`src/eas_pkg.sv`:
```
// Constants and types for the serial EEPROM bus front end
package eas_pkg;
   // Clock rate of clk_sys_i
   localparam int unsigned CLK_MHZ           = 125;
   localparam int unsigned CLK_PERIOD_NS     = 8;
   // Input spike filter width, 400 kHz grade, in ns
   localparam int unsigned SPIKE_FILTER_NS   = 50;
   // Spike filter in cycles, rounded up
   localparam int unsigned SPIKE_FILTER_CYC  =
      (SPIKE_FILTER_NS + CLK_PERIOD_NS - 1) / CLK_PERIOD_NS;
   localparam int unsigned FILT_W            = 4;
   // Programming cycle, longest time in ms, standard part
   localparam int unsigned PROG_CYCLE_MS     = 10;
   // Programming cycle in cycles, exact product
   localparam int unsigned PROG_CYCLE_CYC    = PROG_CYCLE_MS * 1000 * CLK_MHZ;
   localparam int unsigned PROG_W            = 21;
   // Fixed device type code of an EEPROM
   localparam logic [3:0]  DEV_TYPE_CODE     = 4'ha;
   // Slave address field positions
   localparam int unsigned TYPE_MSB          = 7;
   localparam int unsigned TYPE_LSB          = 4;
   localparam int unsigned SEL_HIGH_POS      = 3;
   localparam int unsigned SEL_LOW_POS       = 2;
   localparam int unsigned PAGE_SEL_POS      = 1;
   localparam int unsigned RW_POS            = 0;
   // Read/write bit values
   localparam logic        RW_READ           = 1'b1;
   localparam logic        RW_WRITE          = 1'b0;
   // Bits per byte, the acknowledge clock follows
   localparam logic [3:0]  BITS_PER_BYTE     = 4'h8;

   // Bus front end states
   typedef enum logic [6:0]
   {
      ST_IDLE = 7'h01,   // Waiting for START
      ST_SLV  = 7'h02,   // Shifting slave address
      ST_ACK  = 7'h04,   // Driving acknowledge
      ST_ADDR = 7'h08,   // Shifting array address
      ST_DATA = 7'h10,   // Shifting write data
      ST_READ = 7'h20,   // Read transfer, data supplied elsewhere
      ST_PROG = 7'h40    // Self-timed programming, bus ignored
   } eas_state_t;
endpackage : eas_pkg

```
`src/eas_slave.sv`:
```
// Two-wire serial EEPROM slave front end: framing, addressing, write cycle
`timescale 1ns/1ps

//////////////////////////////////////////////////////////////////////////////////////////////////
// Contract
// RL1 - During programming, bus disabled, SDA released, own address not acknowledged.
// RL2 - Programming starts at STOP closing a write; lasts at most 10 ms.
// RL3 - Pulses on SCL and SDA narrower than filter width are ignored.
// RL4 - Select pins act as chip select; address must match strapped levels.
// RL5 - Master opens every transaction with START and sends following bytes.
// RL6 - Addressed receiver acknowledges each byte to continue the transfer.
// RL7 - Master normally ends every transaction with a STOP.
// RL8 - Master sends type, select, rw bit, then array address after acknowledge.
// RL9 - Slave address decodes as 4-bit type, 3-bit select, 1-bit rw.
// RL10 - Mismatch in type or select bits: no acknowledge, idle until START.
// RL11 - Final address bit one means read, zero means write.
// RL12 - Receiver pulls SDA low on ninth clock, then releases it.
// RL13 - Byte after acknowledged slave address is the eight-bit array address.
// RL14 - Select bit without a pin chooses the page block internally.
module eas_slave
(
   input  wire logic                   clk_sys_i,
   input  wire logic                   sys_rst_i,
   input  wire logic                   scl_i,
   input  wire logic                   sda_i,
   output logic                        sda_o,
   output logic                        sda_oe_o,
   input  wire logic                   chip_select_pin_high_i,
   input  wire logic                   chip_select_pin_low_i,
   output logic                        wr_valid_o,
   input  wire logic                   wr_ready_i,
   output logic [8:0]                  wr_addr_o,
   output logic [7:0]                  wr_data_o,
   output logic                        rd_req_o,
   output logic [8:0]                  cur_addr_o,
   output logic                        prog_busy_o
);
   import eas_pkg::*;

   //////////////////////////////////////////////////////////////////////////////////////////////
   // Synchronisers, spike filter and edge detection

   logic [1:0]        scl_sync_reg, scl_sync_next;
   logic [1:0]        sda_sync_reg, sda_sync_next;
   logic [1:0]        pin_sync0_reg, pin_sync0_next;
   logic [1:0]        pin_sync1_reg, pin_sync1_next;
   logic              scl_f_reg, scl_f_next, sda_f_reg, sda_f_next;
   logic [FILT_W-1:0] scl_cnt_reg, scl_cnt_next, sda_cnt_reg, sda_cnt_next;
   logic              scl_rise, scl_fall, start_det, stop_det;

   // A level must hold for the full filter width before it is believed
   always_comb
   begin
      scl_sync_next  = {scl_sync_reg[0], scl_i};
      sda_sync_next  = {sda_sync_reg[0], sda_i};
      pin_sync0_next = {chip_select_pin_high_i, chip_select_pin_low_i};
      pin_sync1_next = pin_sync0_reg;
      scl_f_next     = scl_f_reg;
      sda_f_next     = sda_f_reg;
      scl_cnt_next   = '0;
      sda_cnt_next   = '0;
      if (scl_sync_reg[1] != scl_f_reg)
      begin
         scl_cnt_next = scl_cnt_reg + 1'b1;
         if (scl_cnt_reg == FILT_W'(SPIKE_FILTER_CYC - 1))  // see RL3
         begin
            scl_f_next   = scl_sync_reg[1];
            scl_cnt_next = '0;
         end
      end
      if (sda_sync_reg[1] != sda_f_reg)
      begin
         sda_cnt_next = sda_cnt_reg + 1'b1;
         if (sda_cnt_reg == FILT_W'(SPIKE_FILTER_CYC - 1))  // see RL3
         begin
            sda_f_next   = sda_sync_reg[1];
            sda_cnt_next = '0;
         end
      end
   end

   always_ff @(posedge clk_sys_i)
   begin
      if (sys_rst_i)
      begin
         scl_sync_reg  <= 2'h3;
         sda_sync_reg  <= 2'h3;
         pin_sync0_reg <= 2'h0;
         pin_sync1_reg <= 2'h0;
         scl_f_reg     <= 1'b1;
         sda_f_reg     <= 1'b1;
         scl_cnt_reg   <= '0;
         sda_cnt_reg   <= '0;
      end
      else
      begin
         scl_sync_reg  <= scl_sync_next;
         sda_sync_reg  <= sda_sync_next;
         pin_sync0_reg <= pin_sync0_next;
         pin_sync1_reg <= pin_sync1_next;
         scl_f_reg     <= scl_f_next;
         sda_f_reg     <= sda_f_next;
         scl_cnt_reg   <= scl_cnt_next;
         sda_cnt_reg   <= sda_cnt_next;
      end
   end

   // SDA moving while SCL is high marks START or STOP
   assign scl_rise  = scl_f_next & ~scl_f_reg;
   assign scl_fall  = ~scl_f_next & scl_f_reg;
   assign start_det = scl_f_reg & scl_f_next & sda_f_reg & ~sda_f_next;
   assign stop_det  = scl_f_reg & scl_f_next & ~sda_f_reg & sda_f_next;

   //////////////////////////////////////////////////////////////////////////////////////////////
   // Protocol engine

   eas_state_t        st_reg, st_next, after_ack_reg, after_ack_next;
   logic [7:0]        shift_reg, shift_next;
   logic [3:0]        bit_reg, bit_next;
   logic              page_reg, page_next;
   logic [7:0]        addr_reg, addr_next;
   logic              wrote_reg, wrote_next;
   logic              ack_seen_reg, ack_seen_next;
   logic [PROG_W-1:0] prog_reg, prog_next;
   logic              match;
   logic [7:0]        byte_in;
   // Two-entry write buffer
   logic [16:0]       buf_mem [2];
   logic [16:0]       buf_wdata;
   logic              buf_wr;
   logic [1:0]        buf_cnt_reg, buf_cnt_next;
   logic              buf_wp_reg, buf_wp_next, buf_rp_reg, buf_rp_next;

   assign byte_in = {shift_reg[6:0], sda_f_reg};
   // Judged on the finished byte held in shift_reg at the eighth falling edge
   assign match = (shift_reg[TYPE_MSB:TYPE_LSB] == DEV_TYPE_CODE)          // see RL9
                & (shift_reg[SEL_HIGH_POS] == pin_sync1_reg[1])            // see RL4
                & (shift_reg[SEL_LOW_POS] == pin_sync1_reg[0]);            // see RL4

   always_comb
   begin
      st_next        = st_reg;
      after_ack_next = after_ack_reg;
      shift_next     = shift_reg;
      bit_next       = bit_reg;
      page_next      = page_reg;
      addr_next      = addr_reg;
      wrote_next     = wrote_reg;
      ack_seen_next  = ack_seen_reg;
      prog_next      = prog_reg;
      buf_wr         = 1'b0;
      buf_wdata      = {page_reg, addr_reg, shift_reg};
      if (st_reg == ST_PROG)
      begin
         // Bus ignored entirely until the write cycle expires
         prog_next = prog_reg - 1'b1;                                      // see RL1
         if (prog_reg == '0)                                               // see RL2
            st_next = ST_IDLE;
      end
      else if (stop_det)
      begin
         st_next = wrote_reg ? ST_PROG : ST_IDLE;                          // see RL2
         prog_next  = PROG_W'(PROG_CYCLE_CYC - 1);
         wrote_next = 1'b0;
      end
      else if (start_det)
      begin
         // Repeated START also lands here, aborting a half byte
         st_next    = ST_SLV;
         bit_next   = '0;
         wrote_next = 1'b0;
      end
      else
      begin
         unique case (st_reg)
            ST_IDLE, ST_READ :
               st_next = st_reg;                                           // see RL10
            ST_SLV, ST_ADDR, ST_DATA :
               if (scl_rise)
               begin
                  shift_next = byte_in;
                  bit_next   = bit_reg + 1'b1;
               end
               else if (scl_fall && bit_reg == BITS_PER_BYTE)
               begin
                  bit_next = '0;
                  st_next  = ST_ACK;                                       // see RL12
                  if (st_reg == ST_SLV)
                  begin
                     // A foreign address must not move our page or pointer
                     if (match)
                     begin
                        page_next      = shift_reg[PAGE_SEL_POS];          // see RL14
                        after_ack_next = ST_ADDR;
                        if (shift_reg[RW_POS] == RW_READ)                  // see RL11
                           after_ack_next = ST_READ;
                     end
                     else
                        st_next = ST_IDLE;                                 // see RL10
                  end
                  else if (st_reg == ST_ADDR)
                  begin
                     addr_next      = shift_reg;                           // see RL13
                     after_ack_next = ST_DATA;
                  end
                  else if (buf_cnt_reg != 2'h2)
                  begin
                     buf_wr         = 1'b1;
                     addr_next      = addr_reg + 1'b1;
                     wrote_next     = 1'b1;
                     after_ack_next = ST_DATA;
                  end
                  else
                     st_next = ST_IDLE;                  // Buffer full, byte refused
               end
            ST_ACK :
               if (scl_rise)
                  ack_seen_next = 1'b1;
               else if (scl_fall && ack_seen_reg)
               begin
                  ack_seen_next = 1'b0;
                  st_next       = after_ack_reg;                           // see RL6
               end
            default :
               st_next = ST_IDLE;
         endcase
      end
   end

   // Buffer pointers; drain side stalls on wr_ready_i
   always_comb
   begin
      buf_wp_next  = buf_wp_reg ^ buf_wr;
      buf_rp_next  = buf_rp_reg ^ (wr_valid_o & wr_ready_i);
      buf_cnt_next = buf_cnt_reg + {1'b0, buf_wr} - {1'b0, wr_valid_o & wr_ready_i};
   end

   always_ff @(posedge clk_sys_i)
   begin
      if (buf_wr)
         buf_mem[buf_wp_reg] <= buf_wdata;
      if (sys_rst_i)
      begin
         st_reg        <= ST_IDLE;
         after_ack_reg <= ST_IDLE;
         shift_reg     <= '0;
         bit_reg       <= '0;
         page_reg      <= 1'b0;
         addr_reg      <= '0;
         wrote_reg     <= 1'b0;
         ack_seen_reg  <= 1'b0;
         prog_reg      <= '0;
         buf_cnt_reg   <= '0;
         buf_wp_reg    <= 1'b0;
         buf_rp_reg    <= 1'b0;
         sda_oe_o      <= 1'b0;
      end
      else
      begin
         st_reg        <= st_next;
         after_ack_reg <= after_ack_next;
         shift_reg     <= shift_next;
         bit_reg       <= bit_next;
         page_reg      <= page_next;
         addr_reg      <= addr_next;
         wrote_reg     <= wrote_next;
         ack_seen_reg  <= ack_seen_next;
         prog_reg      <= prog_next;
         buf_cnt_reg   <= buf_cnt_next;
         buf_wp_reg    <= buf_wp_next;
         buf_rp_reg    <= buf_rp_next;
         sda_oe_o      <= (st_next == ST_ACK);                             // see RL12
      end
   end

   //////////////////////////////////////////////////////////////////////////////////////////////
   // Outputs

   // Open drain: only ever pull low, never during programming
   assign sda_o       = 1'b0;                                              // see RL1
   assign wr_valid_o  = (buf_cnt_reg != 2'h0);
   assign wr_addr_o   = buf_mem[buf_rp_reg][16:8];
   assign wr_data_o   = buf_mem[buf_rp_reg][7:0];
   assign rd_req_o    = (st_reg == ST_READ);
   assign cur_addr_o  = {page_reg, addr_reg};
   assign prog_busy_o = (st_reg == ST_PROG);

endmodule : eas_slave

```
`config.mk`:
```
export PLATFORM = sky130hd
export DESIGN_NAME = eas_slave
export DESIGN_NICKNAME = d
export VERILOG_FILES = /design/src/eas_pkg.sv /design/src/eas_slave.sv
export SDC_FILE = /design/constraint.sdc
export NUM_CORES = 1
export LEC_CHECK = 0
export BUFFER_PORTS_ARGS = -buffer_cell sky130_fd_sc_hd__buf_4
export CAP_MARGIN = 15
export CORE_MARGIN = 10
export CORE_UTILIZATION = 57
export DETAILED_ROUTE_END_ITERATION = 8
export HOLD_SLACK_MARGIN = 0.06
export PLACE_DENSITY_LB_ADDON = 0.2
export SYNTH_ARGS = -nofsm -noshare
export SYNTH_HDL_FRONTEND = slang
export SYNTH_SLANG_ARGS = --single-unit
export TNS_END_PERCENT = 5
```
`constraint.sdc`:
```
create_clock -name clk_sys_i -period 4.4 [get_ports clk_sys_i]
set_input_delay 1.32 -clock clk_sys_i [delete_from_list [all_inputs] [get_ports clk_sys_i]]
set_output_delay 1.32 -clock clk_sys_i [all_outputs]
set_load 0.005 [all_outputs]
```
## After elaboration in Yosys (flattened, before gate mapping)

Memory sizes are Yosys's and may differ from the RTL's. A register that Yosys moved wholly into a read port is not among the register bits.
Index checks and enable logic that the tools add are counted.
Widths: inputs -> output; s select.

- $add $sub $neg: 7
- Equality and inequality tests: 21
- Muxes and demuxes: 53
- Bitwise gates (word level): 23
- Reduce and logical (&&, ||, !) cells: 24

Operators by type and width:

| operator | count |
|---|---|
| $mux 7 | 14 |
| $mux 21 | 2 |
| $mux 1 | 26 |
| $reduce_and 8->1 | 3 |
| $logic_not 21->1 | 1 |
| $pmux 7 s3 | 1 |
| $sub 21x1->21 const B | 1 |
| $mux 4 | 4 |
| $mux 8 | 2 |
| $reduce_bool 3->1 | 5 |
| $eq 7x3->1 const B | 2 |
| $add 4x1->4 const B | 3 |
| $not 1->1 | 11 |
| $and 1x1->1 | 10 |
| $reduce_and 5->1 | 2 |
| $reduce_bool 2->1 | 5 |
| $mux 3 | 3 |
| $reduce_or 3->1 | 3 |
| $add 8x1->8 const B | 1 |
| $eq 4x3->1 const B | 2 |
| $eq 4x4->1 const B | 2 |
| $eq 7x1->1 const B | 1 |
| $eq 7x2->1 const B | 1 |
| $eq 7x4->1 const B | 1 |
| other kinds (16) | 22 |

- Register bits: 81
- Memory bits (writable): 34
- Bits of input ports: 7
- Memories kept: 1

Memories:

| name | depth | bits a word | read ports | clocked after Yosys merged registers in | wr ports | RTL line | text |
|---|---|---|---|---|---|---|---|
| buf_mem | 2 | 17 | 1 | 1 | 1 | eas_slave.sv:128 | `logic [16:0] buf_mem [2];` |

## Longest topological paths before layout

- Depth in word-level cells: 14
- Gate-level depth with buffers: 9

## Least setup slack after synthesis

Ideal clock, no wire load.

- Kind: register -> output
- Start: register st_reg[1]
- End: output prog_busy_o
- Arrival: 1,586 ps
- Data required time: 3,080 ps
- Slack: 1,494 ps
- Cell stages (with the launch flop): 6
- Path buffers: 2
- Cells stage by stage: dfxtp_1 > or4b_1 > or2_2 > inv_1 > buf_2 > buf_2

- Word-level cells in the longest chain between the ends: 1

Ends and longest elaborated chain:

| item | RTL line | text |
|---|---|---|
| start, declared | eas_slave.sv:117 | `eas_state_t st_reg, st_next, after_ack_reg, after_ack_next;` |
| start signal, assigned | eas_slave.sv:260 | `st_reg <= st_next;` |
| $eq 7x7->1 | eas_slave.sv:286 | `assign prog_busy_o = (st_reg == ST_PROG);` |
| end, declared | eas_slave.sv:36 | `output logic prog_busy_o` |

Every way passes these cells.

## Final worst setup path

Ends and elaborated chain as after synthesis.

==> qor.csv <==
metric,value,unit
setup_tns,0,ps
vias,3891,
cts_tree,done,
postRouteWirelength,10.7,mm
finalSetupViolCount,0,
synth_area,5150,um^2
ant_nets,0,
start_util,0.588,
yosysTopAreaCell,dfxtp_1,
tightest_slew,818,ps
ff_latch_area,2580,um^2
io_pins,38,
cp-start-kind,flop,
cts-resized-gates,0,
synth_edf_count,34,
max_freq,293,MHz
r2r_cells,7,
grt_max_degree,66,
synth.net_count,528,
grt.met1_usage,0.198,
drcViolationCount,0,
cts-buffers-inserted,9,
antenna_cells,0,
yosysMostFrequentCell,dfxtp_1,
drv_cap,0,
synth_top_area_frac,0.303,
period_share,0.776,
largest_register_ffs,34,
leakage,0.00197,uW
ys_seq_area_frac,0.501,
grt_pass1_vias,3717,
gp_congestion,0.906,
hold_depth,1,
comb_power_share,0.053,
insertion_delay,390,ps
reg2reg_from,st_reg[1]$_SDFF_PP0_,
synth_cells,508,
chipHeight,115,um
hp-class,flop to flop,
p_clk_frac,0.350,
crit_type,flop to output port,
cts_setup_buffers,0,
port_buffers,36,
worst_ep_required_time,3080,ps
met3_usage,0.0333,
htree_num_levels,3,
grt_usage,0.164,
nNetsFinal,548,
avgSynthCellArea,10.1,um^2
p_switching,454,uW
outcome,"complete, no violations",
min-delay-start,sda_sync_reg[0]$_SDFF_PP1_,
seq_power_share,0.597,
drive_above_1_share,0.161,
avgRoutedWirePerCell,16.6,um
peakVddDrop,201,uV
drt-initial-drc-count,253,
grt.overflow.total,0,
viasPerCell,6.07,
async_flop_share,0,
fillers,745,
maxSlewHeadroom,0.449,
met2_usage,0.284,
synth.area.top_cells,"dfxtp_1 (30%), edfxtp_1 (20%), mux2_2 (4.2%), nor2_1 (3.2%), ha_1 (3.2%)",
row_count,34,
switching_share,0.251,
reg2reg_slack,1620,ps
hpwl,7.52,mm
antenna_found_initial,0,
grt_pass1_wl,18.0,mm
cts_max_path_buffers,2,
die-area,13200,um^2
multi_input_area,2390,um^2
hold_buffers,0,
intPower,1350,uW
hold_end,sda_sync_reg[1]$_SDFF_PP1_,
area_growth,9.69,%
ys_warn_count,0,
root_buffer,clkbuf_8,
ys.flop_type,dfxtp_1,
die_w,115,um
grt_busiest_layer,met2,
hold_violations,0,
period_minus_slack,3410,ps
clk_pin_slew_worst_paths,110,ps
coreArea,8760,um^2
dr.pass1.iters,5,
yosysUniqueCellTypes,63,
totalPowerFinal,1810,uW
skew,18.6,ps
slew_viol_final,0,
rsz0062_at_grt,false,
critPathArrivalTime,2090,ps
endpoint_kind,output port,
timing.rr.end,prog_reg[19]$_SDFFE_PP0N_,
cp_max_fo,13,
power_density,319,nW/um^2
ys_ff_latch,112,
netlist_top_cells_count,"dfxtp_1 (78), nor2_1 (44), edfxtp_1 (34)",
cts.sinks,112,
## worst max path at each step
stage | to | depth (start not counted) | from
finish | prog_busy_o | 4 | st_reg[1]$_SDFF_PP0_
floorplan | prog_busy_o | 5 | st_reg[1]$_SDFF_PP0_
global placement | prog_busy_o | 4 | st_reg[1]$_SDFF_PP0_
detailed placement | prog_busy_o | 4 | st_reg[1]$_SDFF_PP0_
CTS | prog_busy_o | 4 | st_reg[3]$_SDFF_PP0_
global route | prog_busy_o | 4 | st_reg[1]$_SDFF_PP0_
## power by group through the flow
stage | sequential [uW] | combinational, uW | clock [uW]
final | 1080 | 95.2 | 632
after global routing | 1080 | 107 | 683
after CTS | 1080 | 97.3 | 644
after detailed placement | 1100 | 96.9 | 0
after global placement | 1100 | 95.6 | 0
after floorplan | 1090 | 69.9 | 0
## cell usage in the layout, fill, tap and decap left out, types with 13 or more instances in the layout
cell type,n
nor3_1,19
mux2_2,19
o21ai_0,20
buf_4,37
nor2_1,44
mux2i_1,13
nand3_1,17
dfxtp_1,78
a21oi_1,27
edfxtp_1,34
ha_1,13
nand2_1,19
inv_1,15
## kinds of logic (layout without fill, tap and decap cells)
logic type / count (synthesis) / in the layout / synth area share
multiplexers: 32 / 32 / 0.0668
flip-flops: 112 / 112 / 0.501
other: 1 / 1 / 0.000728
AND/OR/NAND/NOR: 186 / 186 / 0.200
XOR/XNOR: 17 / 17 / 0.0289
AO/OA/AOI/OAI: 104 / 104 / 0.135
adder cells (fa/ha/maj): 13 / 13 / 0.0316
buffers and inverters: 43 / 68 / 0.0359
## through the flow
| stage | hold slack (ps) | utilization | std cells | worst slack, ps | cell area (um^2) |
|---|---|---|---|---|---|
| 2_1_floorplan | 389 | - | 508 | 1490 | 5150 |
| 3_3_place_gp | 393 | 0.621 | 625 | 1440 | 5440 |
| 3_5_place_dp | 397 | 0.621 | 625 | 1410 | 5440 |
| 4_1_cts | 423 | 0.645 | 641 | 969 | 5650 |
| 5_1_grt | 448 | 0.645 | 641 | 868 | 5650 |
| 6_report | 423 | 0.645 | 641 | 985 | 5650 |
## critical path: stages (launching register included)
cell     delay (ps)
dfxtp_1         430
or4b_1          640
or2_2           430
inv_1           110
buf_4           110
## routing by layer
layer  wire [um]  vias to the layer above
li1            -                     1928
met1        4640                     1855
met2        5400                       95
met3         482                       13
met4         135                        0
met5           0                        -
## cell type report
cell class                 count  area share
clock buffer                   9      0.0219
clock inverter                 7      0.0162
inverter                      15     0.00996
multi-input combinational    353       0.422
sequential                   112       0.457
tap                          108      0.0239
timing repair buffer          37      0.0491
Power figures use the tool's default switching activity.
